--- src/rtl/cmp_dac_defines.svh ---
// Register indices, field positions, reset values and filter timing.
`ifndef CMP_DAC_DEFINES_SVH
`define CMP_DAC_DEFINES_SVH

`define IDX_W              16
`define IDX_THRESHOLD_TWO  16'ha03b
`define IDX_DAC_CONFIG     16'ha03c
`define IDX_CMP_STATUS     16'ha03d
`define IDX_IRQ_STATUS     16'ha03e
`define IDX_IRQ_MASK       16'ha03f

`define AXI_ADDR_W         18

`define RST_THRESHOLD_TWO  8'h00
`define RST_DAC_CONFIG     8'h00
`define RST_CMP_STATUS     4'h0
`define RST_IRQ            4'h0

`define CFG_DAC_ON_BIT     7
`define CFG_SUPPLY_BIT     6
`define CFG_LOOPBACK_BIT   5
`define CFG_WRITE_MASK     8'hef

`define ST_FLAG_LSB        4
`define FILTER_LEN         16

`endif

--- src/rtl/cmp_dac_pkg.sv ---
// Types shared by the comparator and threshold DAC control block.
package cmp_dac_pkg;

  typedef enum logic [1:0] {
    resp_okay   = 2'b00,
    resp_slverr = 2'b10,
    resp_decerr = 2'b11
  } axi_resp_e;

  typedef logic [7:0] reg_byte_t;

endpackage

--- src/rtl/reg_access_if.sv ---
// Register access strobes between the bus slave and the register file.
`timescale 1ns/1ns
interface reg_access_if;
  logic                 wr_req;
  logic [15:0]          wr_idx;
  cmp_dac_pkg::reg_byte_t wr_data;
  logic                 wr_lane;
  logic                 wr_ok;
  logic                 rd_req;
  logic [15:0]          rd_idx;
  cmp_dac_pkg::reg_byte_t rd_data;
  logic                 rd_ok;

  modport bus  (output wr_req, wr_idx, wr_data, wr_lane, rd_req, rd_idx,
                input  wr_ok, rd_data, rd_ok);
  modport regs (input  wr_req, wr_idx, wr_data, wr_lane, rd_req, rd_idx,
                output wr_ok, rd_data, rd_ok);
endinterface

--- src/rtl/cmp_filter_if.sv ---
// Raw and filtered comparator levels between register file and filter.
`timescale 1ns/1ns
interface cmp_filter_if;
  logic [3:0] raw;
  logic [3:0] filter_on;
  logic [3:0] filtered;

  modport ctrl   (output raw, filter_on, input filtered);
  modport filter (input raw, filter_on, output filtered);
endinterface

--- src/rtl/cmp_glitch_filter.sv ---
// Per-comparator digital filter accepting a level after a stable run.
`timescale 1ns/1ns
`include "cmp_dac_defines.svh"
module cmp_glitch_filter #(
  parameter int LEN = `FILTER_LEN
) (
  input  wire logic     clk,
  input  wire logic     srst,
  cmp_filter_if.filter  fio
);
  localparam int CW = $clog2(LEN);
  localparam logic [CW-1:0] LAST = CW'(LEN - 1);

  logic [CW-1:0] run_cnt [4];

  // A level that differs from the accepted one must hold LEN cycles.
  always_ff @(posedge clk) begin
    if (srst) begin
      fio.filtered <= 4'h0;
      for (int i = 0; i < 4; i++) begin
        run_cnt[i] <= '0;
      end
    end else begin
      for (int i = 0; i < 4; i++) begin
        if (!fio.filter_on[i]) begin
          fio.filtered[i] <= fio.raw[i];
          run_cnt[i]      <= '0;
        end else if (fio.raw[i] == fio.filtered[i]) begin
          run_cnt[i] <= '0;
        end else if (run_cnt[i] == LAST) begin
          fio.filtered[i] <= fio.raw[i]; // [RULE10]
          run_cnt[i]      <= '0;
        end else begin
          run_cnt[i] <= run_cnt[i] + 1'b1;
        end
      end
    end
  end
endmodule

--- src/rtl/axil_reg_slave.sv ---
// AXI4-Lite slave that turns bus transfers into register strobes.
`timescale 1ns/1ns
`include "cmp_dac_defines.svh"
module axil_reg_slave #(
  parameter int ADDR_W = `AXI_ADDR_W
) (
  input  wire logic              clk,
  input  wire logic              srst,
  input  wire logic [ADDR_W-1:0] awaddr,
  input  wire logic              awvalid,
  output      logic              awready,
  input  wire logic [31:0]       wdata,
  input  wire logic [3:0]        wstrb,
  input  wire logic              wvalid,
  output      logic              wready,
  output      logic [1:0]        bresp,
  output      logic              bvalid,
  input  wire logic              bready,
  input  wire logic [ADDR_W-1:0] araddr,
  input  wire logic              arvalid,
  output      logic              arready,
  output      logic [31:0]       rdata,
  output      logic [1:0]        rresp,
  output      logic              rvalid,
  input  wire logic              rready,
  reg_access_if.bus              rio
);
  logic aw_held;
  logic w_held;
  logic ar_held;

  assign rio.wr_req = aw_held && w_held && !bvalid;
  assign rio.rd_req = ar_held && !rvalid;

  always_ff @(posedge clk) begin
    if (srst) begin
      aw_held     <= 1'b0;
      awready     <= 1'b1;
      rio.wr_idx  <= '0;
    end else if (awvalid && awready) begin
      aw_held    <= 1'b1;
      awready    <= 1'b0;
      rio.wr_idx <= awaddr[17:2];
    end else if (bvalid && bready) begin
      aw_held <= 1'b0;
      awready <= 1'b1;
    end
  end

  always_ff @(posedge clk) begin
    if (srst) begin
      w_held      <= 1'b0;
      wready      <= 1'b1;
      rio.wr_data <= '0;
      rio.wr_lane <= 1'b0;
    end else if (wvalid && wready) begin
      w_held      <= 1'b1;
      wready      <= 1'b0;
      rio.wr_data <= wdata[7:0];
      rio.wr_lane <= wstrb[0];
    end else if (bvalid && bready) begin
      w_held <= 1'b0;
      wready <= 1'b1;
    end
  end

  always_ff @(posedge clk) begin
    if (srst) begin
      bvalid <= 1'b0;
      bresp  <= cmp_dac_pkg::resp_okay;
    end else if (rio.wr_req) begin
      bvalid <= 1'b1;
      bresp  <= rio.wr_ok ? cmp_dac_pkg::resp_okay
                          : cmp_dac_pkg::resp_decerr;
    end else if (bvalid && bready) begin
      bvalid <= 1'b0;
    end
  end

  always_ff @(posedge clk) begin
    if (srst) begin
      ar_held    <= 1'b0;
      arready    <= 1'b1;
      rio.rd_idx <= '0;
    end else if (arvalid && arready) begin
      ar_held    <= 1'b1;
      arready    <= 1'b0;
      rio.rd_idx <= araddr[17:2];
    end else if (rvalid && rready) begin
      ar_held <= 1'b0;
      arready <= 1'b1;
    end
  end

  always_ff @(posedge clk) begin
    if (srst) begin
      rvalid <= 1'b0;
      rdata  <= 32'h0000_0000;
      rresp  <= cmp_dac_pkg::resp_okay;
    end else if (rio.rd_req) begin
      rvalid <= 1'b1;
      rdata  <= {24'h00_0000, rio.rd_data};
      rresp  <= rio.rd_ok ? cmp_dac_pkg::resp_okay
                          : cmp_dac_pkg::resp_decerr;
    end else if (rvalid && rready) begin
      rvalid <= 1'b0;
    end
  end
endmodule

--- src/rtl/comparator_status_dac_ctrl.sv ---
// Control and status registers for four comparators and the threshold DAC.
//
// How it works
// RULE1 - An 8-bit code sets the second threshold linearly from zero to full scale.
// RULE2 - Software should write zero to the code when the threshold is unused.
// RULE3 - The same code also sets the level on the DAC voltage output.
// RULE4 - Event flags in bits 7..4 set on an enabled comparator toggle.
// RULE5 - Live output bits read zero whenever their comparator is disabled.
// RULE6 - Low status bits read live outputs, but writes set filter enables.
// RULE7 - Supply-test bit connects the core supply to comparator A input.
// RULE8 - DAC test bit loops the DAC output to converter channel B.
// RULE9 - Threshold, status and DAC configuration registers reset to zero.
// RULE10 - Filtered output changes only after sixteen stable cycles at a new level.
// RULE11 - Writing zero clears an event flag; one keeps it; toggles win.
//
// Register access over AXI4-Lite was left to the implementer.
`timescale 1ns/1ns
`include "cmp_dac_defines.svh"
module comparator_status_dac_ctrl #(
  parameter int ADDR_W     = `AXI_ADDR_W,
  parameter int FILTER_LEN = `FILTER_LEN
) (
  input  wire logic              clk,
  input  wire logic              srst,
  input  wire logic [ADDR_W-1:0] awaddr,
  input  wire logic [2:0]        awprot,
  input  wire logic              awvalid,
  output      logic              awready,
  input  wire logic [31:0]       wdata,
  input  wire logic [3:0]        wstrb,
  input  wire logic              wvalid,
  output      logic              wready,
  output      logic [1:0]        bresp,
  output      logic              bvalid,
  input  wire logic              bready,
  input  wire logic [ADDR_W-1:0] araddr,
  input  wire logic [2:0]        arprot,
  input  wire logic              arvalid,
  output      logic              arready,
  output      logic [31:0]       rdata,
  output      logic [1:0]        rresp,
  output      logic              rvalid,
  input  wire logic              rready,
  input  wire logic [3:0]        cmp_raw,
  input  wire logic [3:0]        cmp_enable,
  output      logic [7:0]        dac_code,
  output      logic              dac_output_on,
  output      logic              core_supply_to_cmp_a,
  output      logic              dac_loopback_test,
  output      logic [3:0]        hysteresis_on,
  output      logic              irq
);
  reg_access_if rio ();
  cmp_filter_if fio ();

  cmp_dac_pkg::reg_byte_t threshold_two_code;
  cmp_dac_pkg::reg_byte_t dac_config;
  logic [3:0]             event_flag;
  logic [3:0]             filter_on;
  logic [3:0]             irq_status;
  logic [3:0]             irq_mask;
  logic [3:0]             live_prev;
  logic [3:0]             enable_prev;
  logic [3:0]             live_out;
  logic [3:0]             toggle;
  logic                   wr_threshold;
  logic                   wr_config;
  logic                   wr_status;
  logic                   wr_irq_status;
  logic                   wr_irq_mask;
  logic                   wr_go;
  cmp_dac_pkg::reg_byte_t next_code;
  cmp_dac_pkg::reg_byte_t next_cfg;

  // Protection attributes carry no meaning for these registers.
  logic unused_prot;
  assign unused_prot = ^{awprot, arprot};

  function automatic logic reg_hit(input logic [15:0] idx);
    reg_hit = (idx == `IDX_THRESHOLD_TWO) || (idx == `IDX_DAC_CONFIG) ||
              (idx == `IDX_CMP_STATUS)    || (idx == `IDX_IRQ_STATUS) ||
              (idx == `IDX_IRQ_MASK);
  endfunction

  // Every input is an argument, so continuous uses track all of them.
  function automatic logic wr_sel(input logic [15:0] idx,
                                  input logic [15:0] want);
    wr_sel = (idx == want);
  endfunction

  axil_reg_slave #(
    .ADDR_W (ADDR_W)
  ) u_bus (
    .clk     (clk),
    .srst    (srst),
    .awaddr  (awaddr),
    .awvalid (awvalid),
    .awready (awready),
    .wdata   (wdata),
    .wstrb   (wstrb),
    .wvalid  (wvalid),
    .wready  (wready),
    .bresp   (bresp),
    .bvalid  (bvalid),
    .bready  (bready),
    .araddr  (araddr),
    .arvalid (arvalid),
    .arready (arready),
    .rdata   (rdata),
    .rresp   (rresp),
    .rvalid  (rvalid),
    .rready  (rready),
    .rio     (rio.bus)
  );

  assign fio.raw       = cmp_raw;
  assign fio.filter_on = filter_on;

  cmp_glitch_filter #(
    .LEN (FILTER_LEN)
  ) u_filter (
    .clk  (clk),
    .srst (srst),
    .fio  (fio.filter)
  );

  assign wr_go         = rio.wr_req && rio.wr_lane;
  assign wr_threshold  = wr_go && wr_sel(rio.wr_idx, `IDX_THRESHOLD_TWO);
  assign wr_config     = wr_go && wr_sel(rio.wr_idx, `IDX_DAC_CONFIG);
  assign wr_status     = wr_go && wr_sel(rio.wr_idx, `IDX_CMP_STATUS);
  assign wr_irq_status = wr_go && wr_sel(rio.wr_idx, `IDX_IRQ_STATUS);
  assign wr_irq_mask   = wr_go && wr_sel(rio.wr_idx, `IDX_IRQ_MASK);
  assign rio.wr_ok     = reg_hit(rio.wr_idx);
  assign rio.rd_ok     = reg_hit(rio.rd_idx);

  // A disabled comparator shows a low live level.
  assign live_out = fio.filtered & cmp_enable; // [RULE5] [RULE10]

  // A toggle counts only while the comparator stays enabled across it.
  assign toggle = (live_out ^ live_prev) & cmp_enable & enable_prev; // [RULE4]

  always_ff @(posedge clk) begin
    if (srst) begin
      live_prev   <= 4'h0;
      enable_prev <= 4'h0;
    end else begin
      live_prev   <= live_out;
      enable_prev <= cmp_enable;
    end
  end

  // One code feeds both the second threshold and the voltage output.
  always_ff @(posedge clk) begin
    if (srst) begin
      threshold_two_code <= `RST_THRESHOLD_TWO; // [RULE9]
    end else if (wr_threshold) begin
      threshold_two_code <= rio.wr_data; // [RULE1]
    end
  end

  always_ff @(posedge clk) begin
    if (srst) begin
      dac_config <= `RST_DAC_CONFIG; // [RULE9]
    end else if (wr_config) begin
      dac_config <= rio.wr_data & `CFG_WRITE_MASK;
    end
  end

  always_ff @(posedge clk) begin
    if (srst) begin
      filter_on <= `RST_CMP_STATUS; // [RULE9]
    end else if (wr_status) begin
      filter_on <= rio.wr_data[3:0]; // [RULE6]
    end
  end

  always_ff @(posedge clk) begin
    if (srst) begin
      event_flag <= `RST_CMP_STATUS; // [RULE9]
    end else begin
      for (int i = 0; i < 4; i++) begin
        if (toggle[i]) begin
          event_flag[i] <= 1'b1; // [RULE4] [RULE11]
        end else if (wr_status && !rio.wr_data[`ST_FLAG_LSB + i]) begin
          event_flag[i] <= 1'b0; // [RULE11]
        end
      end
    end
  end

  // Interrupt status is sticky, cleared by writing ones, and set wins.
  always_ff @(posedge clk) begin
    if (srst) begin
      irq_status <= `RST_IRQ;
    end else if (wr_irq_status) begin
      irq_status <= (irq_status & ~rio.wr_data[3:0]) | toggle;
    end else begin
      irq_status <= irq_status | toggle;
    end
  end

  always_ff @(posedge clk) begin
    if (srst) begin
      irq_mask <= `RST_IRQ;
    end else if (wr_irq_mask) begin
      irq_mask <= rio.wr_data[3:0];
    end
  end

  always_ff @(posedge clk) begin
    if (srst) begin
      irq <= 1'b0;
    end else begin
      irq <= |((irq_status | toggle) & irq_mask &
               ~({4{wr_irq_status}} & rio.wr_data[3:0] & ~toggle));
    end
  end

  always_ff @(posedge clk) begin
    if (srst) begin
      dac_code             <= `RST_THRESHOLD_TWO;
      dac_output_on        <= 1'b0;
      core_supply_to_cmp_a <= 1'b0;
      dac_loopback_test    <= 1'b0;
      hysteresis_on        <= 4'h0;
    end else begin
      dac_code             <= next_code; // [RULE3]
      dac_output_on        <= next_cfg[`CFG_DAC_ON_BIT];
      core_supply_to_cmp_a <= next_cfg[`CFG_SUPPLY_BIT]; // [RULE7]
      dac_loopback_test    <= next_cfg[`CFG_LOOPBACK_BIT]; // [RULE8]
      hysteresis_on        <= next_cfg[3:0];
    end
  end

  // Pins follow the register value that is stored at the same edge.
  always_comb begin
    next_code = wr_threshold ? rio.wr_data : threshold_two_code;
    next_cfg  = wr_config ? (rio.wr_data & `CFG_WRITE_MASK) : dac_config;
  end

  always_comb begin
    rio.rd_data = 8'h00;
    if (rio.rd_idx == `IDX_THRESHOLD_TWO) begin
      rio.rd_data = threshold_two_code;
    end else if (rio.rd_idx == `IDX_DAC_CONFIG) begin
      rio.rd_data = dac_config;
    end else if (rio.rd_idx == `IDX_CMP_STATUS) begin
      rio.rd_data = {event_flag, live_out}; // [RULE6]
    end else if (rio.rd_idx == `IDX_IRQ_STATUS) begin
      rio.rd_data = {4'h0, irq_status};
    end else if (rio.rd_idx == `IDX_IRQ_MASK) begin
      rio.rd_data = {4'h0, irq_mask};
    end
  end
endmodule

--- config.mk ---
export PLATFORM = sky130hd
export DESIGN_NAME = comparator_status_dac_ctrl
export DESIGN_NICKNAME = d
export VERILOG_FILES = /design/src/rtl/cmp_dac_pkg.sv /design/src/rtl/reg_access_if.sv /design/src/rtl/cmp_filter_if.sv /design/src/rtl/cmp_glitch_filter.sv /design/src/rtl/axil_reg_slave.sv /design/src/rtl/comparator_status_dac_ctrl.sv
export VERILOG_INCLUDE_DIRS = /design/src /design/src/rtl
export SDC_FILE = /design/constraint.sdc
export NUM_CORES = 1
export LEC_CHECK = 0
export CAP_MARGIN = 20
export CELL_PAD_IN_SITES_DETAIL_PLACEMENT = 1
export CELL_PAD_IN_SITES_GLOBAL_PLACEMENT = 1
export CORE_MARGIN = 4
export CORE_UTILIZATION = 45
export CTS_CLUSTER_SIZE = 20
export DETAILED_ROUTE_END_ITERATION = 8
export DONT_BUFFER_PORTS = 1
export PLACE_DENSITY_LB_ADDON = 0.1
export SETUP_SLACK_MARGIN = 0.4
export SLEW_MARGIN = 0
export SYNTH_ARGS = -nofsm -noshare
export SYNTH_HDL_FRONTEND = slang
export SYNTH_SLANG_ARGS = --single-unit
--- constraint.sdc ---
create_clock -name clk -period 4 [get_ports clk]
set_input_delay 0.2 -clock clk [delete_from_list [all_inputs] [get_ports clk]]
set_output_delay 0.2 -clock clk [all_outputs]
set_load 0.02 [all_outputs]
Yosys cells after proc, flatten, opt, wreduce, memory -nomap -nowiden:

Memory sizes are Yosys's and may differ from the RTL's.
Cells that the tools add are included.

* bits in registers: 112
* latch bits: 0
* memory bits (writable): 16
* ROM bits: 0
* input port bits: 93
* word-level logic and storage cells: 269
* memories kept: 1

Memories
* u_filter.run_cnt: words 4, bits a word 4, rd ports 4, clocked after memory_dff 0, wr ports 4, RTL line cmp_glitch_filter.sv:14 `logic [CW-1:0] run_cnt [4];`

* add/subtract/negate cells: 4
* multipliers: 0
* divide/modulo/power cells: 0
* order comparisons: 0
* equality and inequality tests: 26
* shift operators: 0
* mux-type cells: 127
* bitwise logic cells: 30
* reduce and logical (&&, ||, !) cells: 46

Operator list (count)
* $eq A16 B16 Y1 const B: 10
* $mux W1: 102
* $mux W4: 19
* $and A4 B4 Y4: 8
* $mux W8: 4
* $logic_and A1 B1 Y1: 18
* $reduce_bool A2 Y1: 9
* $add A4 B1 Y4 const B: 4
* $eq A4 B4 Y1 const B: 4
* $or A1 B1 Y1: 16
* $not A4 Y4: 3
* $logic_or A1 B1 Y1: 8
* $ne A2 B1 Y1 const B: 4
* $ne A2 B2 Y1 const B: 4
* $or A4 B4 Y4: 2
* $reduce_and A2 Y1: 4
* $logic_not A1 Y1: 6
* $eq A1 B1 Y1: 4
* $mux W2: 2
* $reduce_or A4 Y1: 1
* $xor A4 B4 Y4: 1

Depth between registers and ports, before layout:

* word-level depth: 9
* mapped depth: 6

By module:

From an unflattened synthesis, not the netlist that was laid out.

* cell total of the unflattened synthesis: 570
* area, all modules: 5128.7 um2

Modules (own cells, without submodules)
* axil_reg_slave: instances 1, cells each 281, area each 2260.9 um2, sequential area each 1181.1 um2
* comparator_status_dac_ctrl: instances 1, cells each 208, area each 1890.6 um2, sequential area each 800.8 um2
* cmp_glitch_filter: instances 1, cells each 81, area each 977.2 um2, sequential area each 560.5 um2

Least setup slack after synthesis:

OpenSTA, ideal clock, no wires.

* kind: reg-to-reg
* start point: register u_bus.bvalid
* end point: register dac_code[0]
* library setup time: 128 ps
* arrival: 1676 ps
* required time: 3872 ps
* slack: 2197 ps
* cell stages (with the launch flop): 6
* buffers on the path: 0
* period minus slack after synthesis: 1803 ps
* path through: dfxtp_1 > and3b_1 > nand3_2 > nor4_4 > mux2i_1 > nor2_1

* cells in the longest elaborated chain, start to end: 4

Ends and longest elaborated chain
* start: declaration: RTL line axil_reg_slave.sv:17 `output logic bvalid,`
* start signal: assignment: RTL line axil_reg_slave.sv:69 `bvalid <= 1'b0;`
* start signal: assignment: RTL line axil_reg_slave.sv:72 `bvalid <= 1'b1;`
* start signal: assignment: RTL line axil_reg_slave.sv:76 `bvalid <= 1'b0;`
* $logic_not A1 Y1: RTL line axil_reg_slave.sv:32 `assign rio.wr_req = aw_held && w_held && !bvalid;`
* $logic_and A1 B1 Y1: RTL line axil_reg_slave.sv:32
* $logic_and A1 B1 Y1: RTL line comparator_status_dac_ctrl.sv:127 `assign wr_go = rio.wr_req && rio.wr_lane;`
* $logic_and A1 B1 Y1: RTL line comparator_status_dac_ctrl.sv:128 `` assign wr_threshold = wr_go && wr_sel(rio.wr_idx, `IDX_THRESHOLD_TWO); ``
* end signal: assignment: RTL line comparator_status_dac_ctrl.sv:221 `` dac_code <= `RST_THRESHOLD_TWO; ``
* end signal: assignment: RTL line comparator_status_dac_ctrl.sv:227 `dac_code <= next_code;`
* end: declaration: RTL line comparator_status_dac_ctrl.sv:46 `output logic [7:0] dac_code,`

Every way passes these cells.
A chain may end at the register's enable or synchronous reset.

Final worst setup path:

* start point: register u_bus.bvalid
* end point: register dac_code[3]

Same word-level chain as after synthesis.

==> reports/results.txt <==
WP data arrival: 2.44 ns
Pins Over Slew Limit: 0
vias per cell: 5.24
Port Buffer Count: 0
root buf cell: clkbuf_16
worst reg2reg path startpoint: u_bus.bvalid$_SDFFE_PP0P_
Setup crit end kind: flip-flop
Yosys warning count: 0
Synth Instances: 561
Die ar.: 13100 um2
final setup fails: 0
leak pwr: 2.44 nW
final std cells w/o fill: 773
sequential cell area fraction in the yosys report: 50.0%
first drt pass iteration count: 4
commonest register cell after synthesis: dfxtp_1
grt ovf: 0
CP top delay family: simple AND/OR/NAND/NOR gates
fin crit share: 53.9%
# DRC: 0
Async S/R FF share, synth: 0%
initial antenna violation count: 0
clk slew on worst S/H paths: 0.05 ns
die height: 114 um
Critical Path RT: 4.28 ns
gpl congestion: 0.797
capturing point of the worst reg2reg path: dac_code[3]$_SDFFE_PP0P_
Hold Path Sink: u_bus.w_held$_SDFFE_PP0P_
CTS tree: built
Synth Cell Area: 5080 um2
status: complete, no violations
# H-tree levels: 4
Power Density: 481 nW/um2
DRT Wirelength: 13400 um
r2r worst-path depth: 5
FF+latch count, synth: 119
CP max stage cell: nor4_4
Max Buffers Root-to-Sink: 2
layout cell share with drive strength beyond 1: 6.79%
fin nets: 717
hold-critical path depth: 3
starting DRC count in detailed routing: 236
Filler cells: 1236
antenna fix cells: 0
CTS Buf Count: 17
Clock power frac: 48.2%
Clock Skew: 0.00486 ns
register area: 2540 um2
Synth cell types: 47
Antenna Nets Post-Route: 0
Die W: 114 um
Int Pwr: 2.28 mW
WL/cell: 17.4 um
unrepaired setup endpoints after global routing: false
HP Start: bready
FP Rows: 38
number of global-route vias before repair: 4282
Power, Total: 2.99 mW
Vias: 4047
switching power: 711 uW
first-pass GRT wire length: 21400 um
critical path fanouts, max: 8
starting density of the core: 46.5%
Multi-input gate area: 2350 um2
Area Growth Syn to Fin: 22.2%
I/O pin cnt: 150
Sum Neg Setup Slack: 0 ns
GRT Total Usage: 21.2%
worst-margin pin slew: 0.804 ns
Max Cap Violations: 0
Crit path largest cell delay: 0.76 ns
Crit path depth: 5
postcts setup bufs: 0
later-pin clock latency in the skew report: 0.41 ns
setup slack, reg-to-reg: 1.84 ns
WS Path Type: reg -> reg
Gate power share: 7.1%
Inst Count DP: 689
startpoint types: flip-flop
number of synthesized flops with an enable pin: 16
core box area: 10900 um2
Avg Synthesized Cell Area: 9.06 um2
Gates resized, CTS repair: 0
Max VDD drop: 239 uV
fmax: 463 MHz
TritonCTS Sinks: 119
largest net degree at the start of global routing: 100
cells along the critical path: and3b_1 -> nand3_2 -> nor4_4 -> mux2i_1 -> nor2_1
fin crit period: 2.16 ns
Hold Path Class: in -> reg
Worst Path Buf+Inv: 0
sequential power share: 44.7%
Slew HR: 46.0%
Hold Fails Final Rpt: 0
post-DP HPWL: 8830 um
Switching Fraction: 23.8%
placed cells by master (no fill, tap or decap), types with 2 or more instances in the layout:
master,instances
edfxtp_1,16
xor2_1,8
and4b_1,2
nor3b_1,3
nand2_1,103
nor4_4,4
nand2b_1,4
a211oi_1,7
mux2i_1,23
o21bai_1,3
dlygate4sd3_1,51
a32oi_1,3
nor2b_1,9
mux2_2,3
xnor2_1,8
and2_1,10
a21oi_1,66
ha_1,4
a31oi_1,2
nor3_1,5
nor2_1,55
dfxtp_1,103
or3_1,4
inv_1,11
mux4_2,3
clkbuf_1,3
o21ai_0,8
nand3_1,22
clkbuf_16,17
clkinv_2,7
conb_1,40
o2111ai_1,2
bufinv_16,2
nand4_1,3
cell type report:
type	instances	area share [%]
well taps	140	2.82
multi-input cells	419	37.9
clock buffers	21	7.26
flip-flops and latches	119	41.0
repair buffers	52	8.67
inverters	11	0.665
clock inverters	11	1.69
worst max path at each step:
stage,start,to,slack [ns]
3_5_place_dp,u_bus.bvalid$_SDFFE_PP0P_,dac_code[3]$_SDFFE_PP0P_,1.90
4_1_cts,u_bus.bvalid$_SDFFE_PP0P_,dac_code[3]$_SDFFE_PP0P_,1.83
6_report,u_bus.bvalid$_SDFFE_PP0P_,dac_code[3]$_SDFFE_PP0P_,1.84
2_1_floorplan,u_bus.bvalid$_SDFFE_PP0P_,dac_code[0]$_SDFFE_PP0P_,2.20
5_1_grt,u_bus.bvalid$_SDFFE_PP0P_,dac_code[4]$_SDFFE_PP0P_,1.74
3_3_place_gp,u_bus.bvalid$_SDFFE_PP0P_,dac_code[3]$_SDFFE_PP0P_,1.91
stage by stage:
step | cell area (um2) | setup slack (ns) | utilization (%) | hold slack [ns]
finish | 6210 | 1.84 | 56.8 | 0.0235
global route | 6210 | 1.74 | 56.8 | 0.0295
detailed placement | 5110 | 1.90 | 46.8 | 0.284
CTS | 6210 | 1.83 | 56.8 | 0.00558
floorplan | 5220 | 2.20 | - | 0.336
global placement | 5110 | 1.91 | 46.8 | 0.287
per-layer routing:
metal,vias up,share of wire (%),track usage (%)
met4,0,2.4,9.34
met5,-,0,0
met2,96,51,36.7
li1,1972,-,-
met1,1951,41,23.6
met3,28,5.7,7.24
what timing repair did:
item	in CTS	in global routing
setup endpoints to repair	0	0
hold buffers	52	0
hold endpoints to repair	103	0
sequential cells by signal (all words and copies together) (netlist names), 4 cells and up:
register and cells:
u_bus.rdata 8, u_filter.fio.filtered 4, irq_status 4, event_flag 4, live_prev 4, dac_config 6, filter_on 4, u_bus.rio.wr_data 8
irq_mask 4, u_filter.run_cnt 16, u_bus.rio.wr_idx 16, dac_code 8, u_bus.rio.rd_idx 16, enable_prev 4
Yosys cell counts, drive strengths merged, types with 4 or more instances:
cell type / number / area, um2
a211oi: 7 / 52.6
a21oi: 66 / 330
and2: 10 / 62.6
buf: 28 / 203
clkbuf: 22 / 82.6
dfxtp: 103 / 2060
edfxtp: 16 / 480
ha: 4 / 50.1
inv: 11 / 41.3
mux2i: 23 / 230
nand2: 103 / 387
nand2b: 4 / 25.0
nand3: 24 / 138
nor2: 55 / 206
nor2b: 9 / 56.3
nor3: 5 / 25.0
nor4: 4 / 85.1
o21ai: 8 / 40.0
or3: 4 / 25.0
xnor2: 8 / 70.1
xor2: 8 / 70.1
power groups by stage:
stage | sequential [mW] | clock (mW) | combinational (mW)
final | 1.33 | 1.44 | 0.213
after global routing | 1.34 | 1.52 | 0.239
after CTS | 1.33 | 1.47 | 0.210
after detailed placement | 1.36 | 0 | 0.150
after global placement | 1.36 | 0 | 0.142
after floorplan | 1.33 | 0 | 0.167
worst register-to-register path, cell delays in order (launching register included):
cell and delay, ns:
dfxtp_1 0.42, and3b_1 0.35, nand3_2 0.16, nor4_4 0.76
mux2i_1 0.28, nor2_1 0.05
kinds of logic (layout without fill, tap and decap cells):
logic type | after synthesis | after routing | share of synthesized area [%]
multiplexers | 29 | 29 | 6.53
AND/OR/NAND/NOR | 231 | 231 | 21.9
adder cells (fa/ha/maj) | 4 | 4 | 0.985
flip-flops | 119 | 119 | 50.0
AO/OA/AOI/OAI | 99 | 99 | 11.2
XOR/XNOR | 16 | 16 | 2.76
other | 2 | 40 | 0.148
buffers and inverters | 61 | 95 | 6.43
No activity file was read; power rests on OpenSTA's default activity.
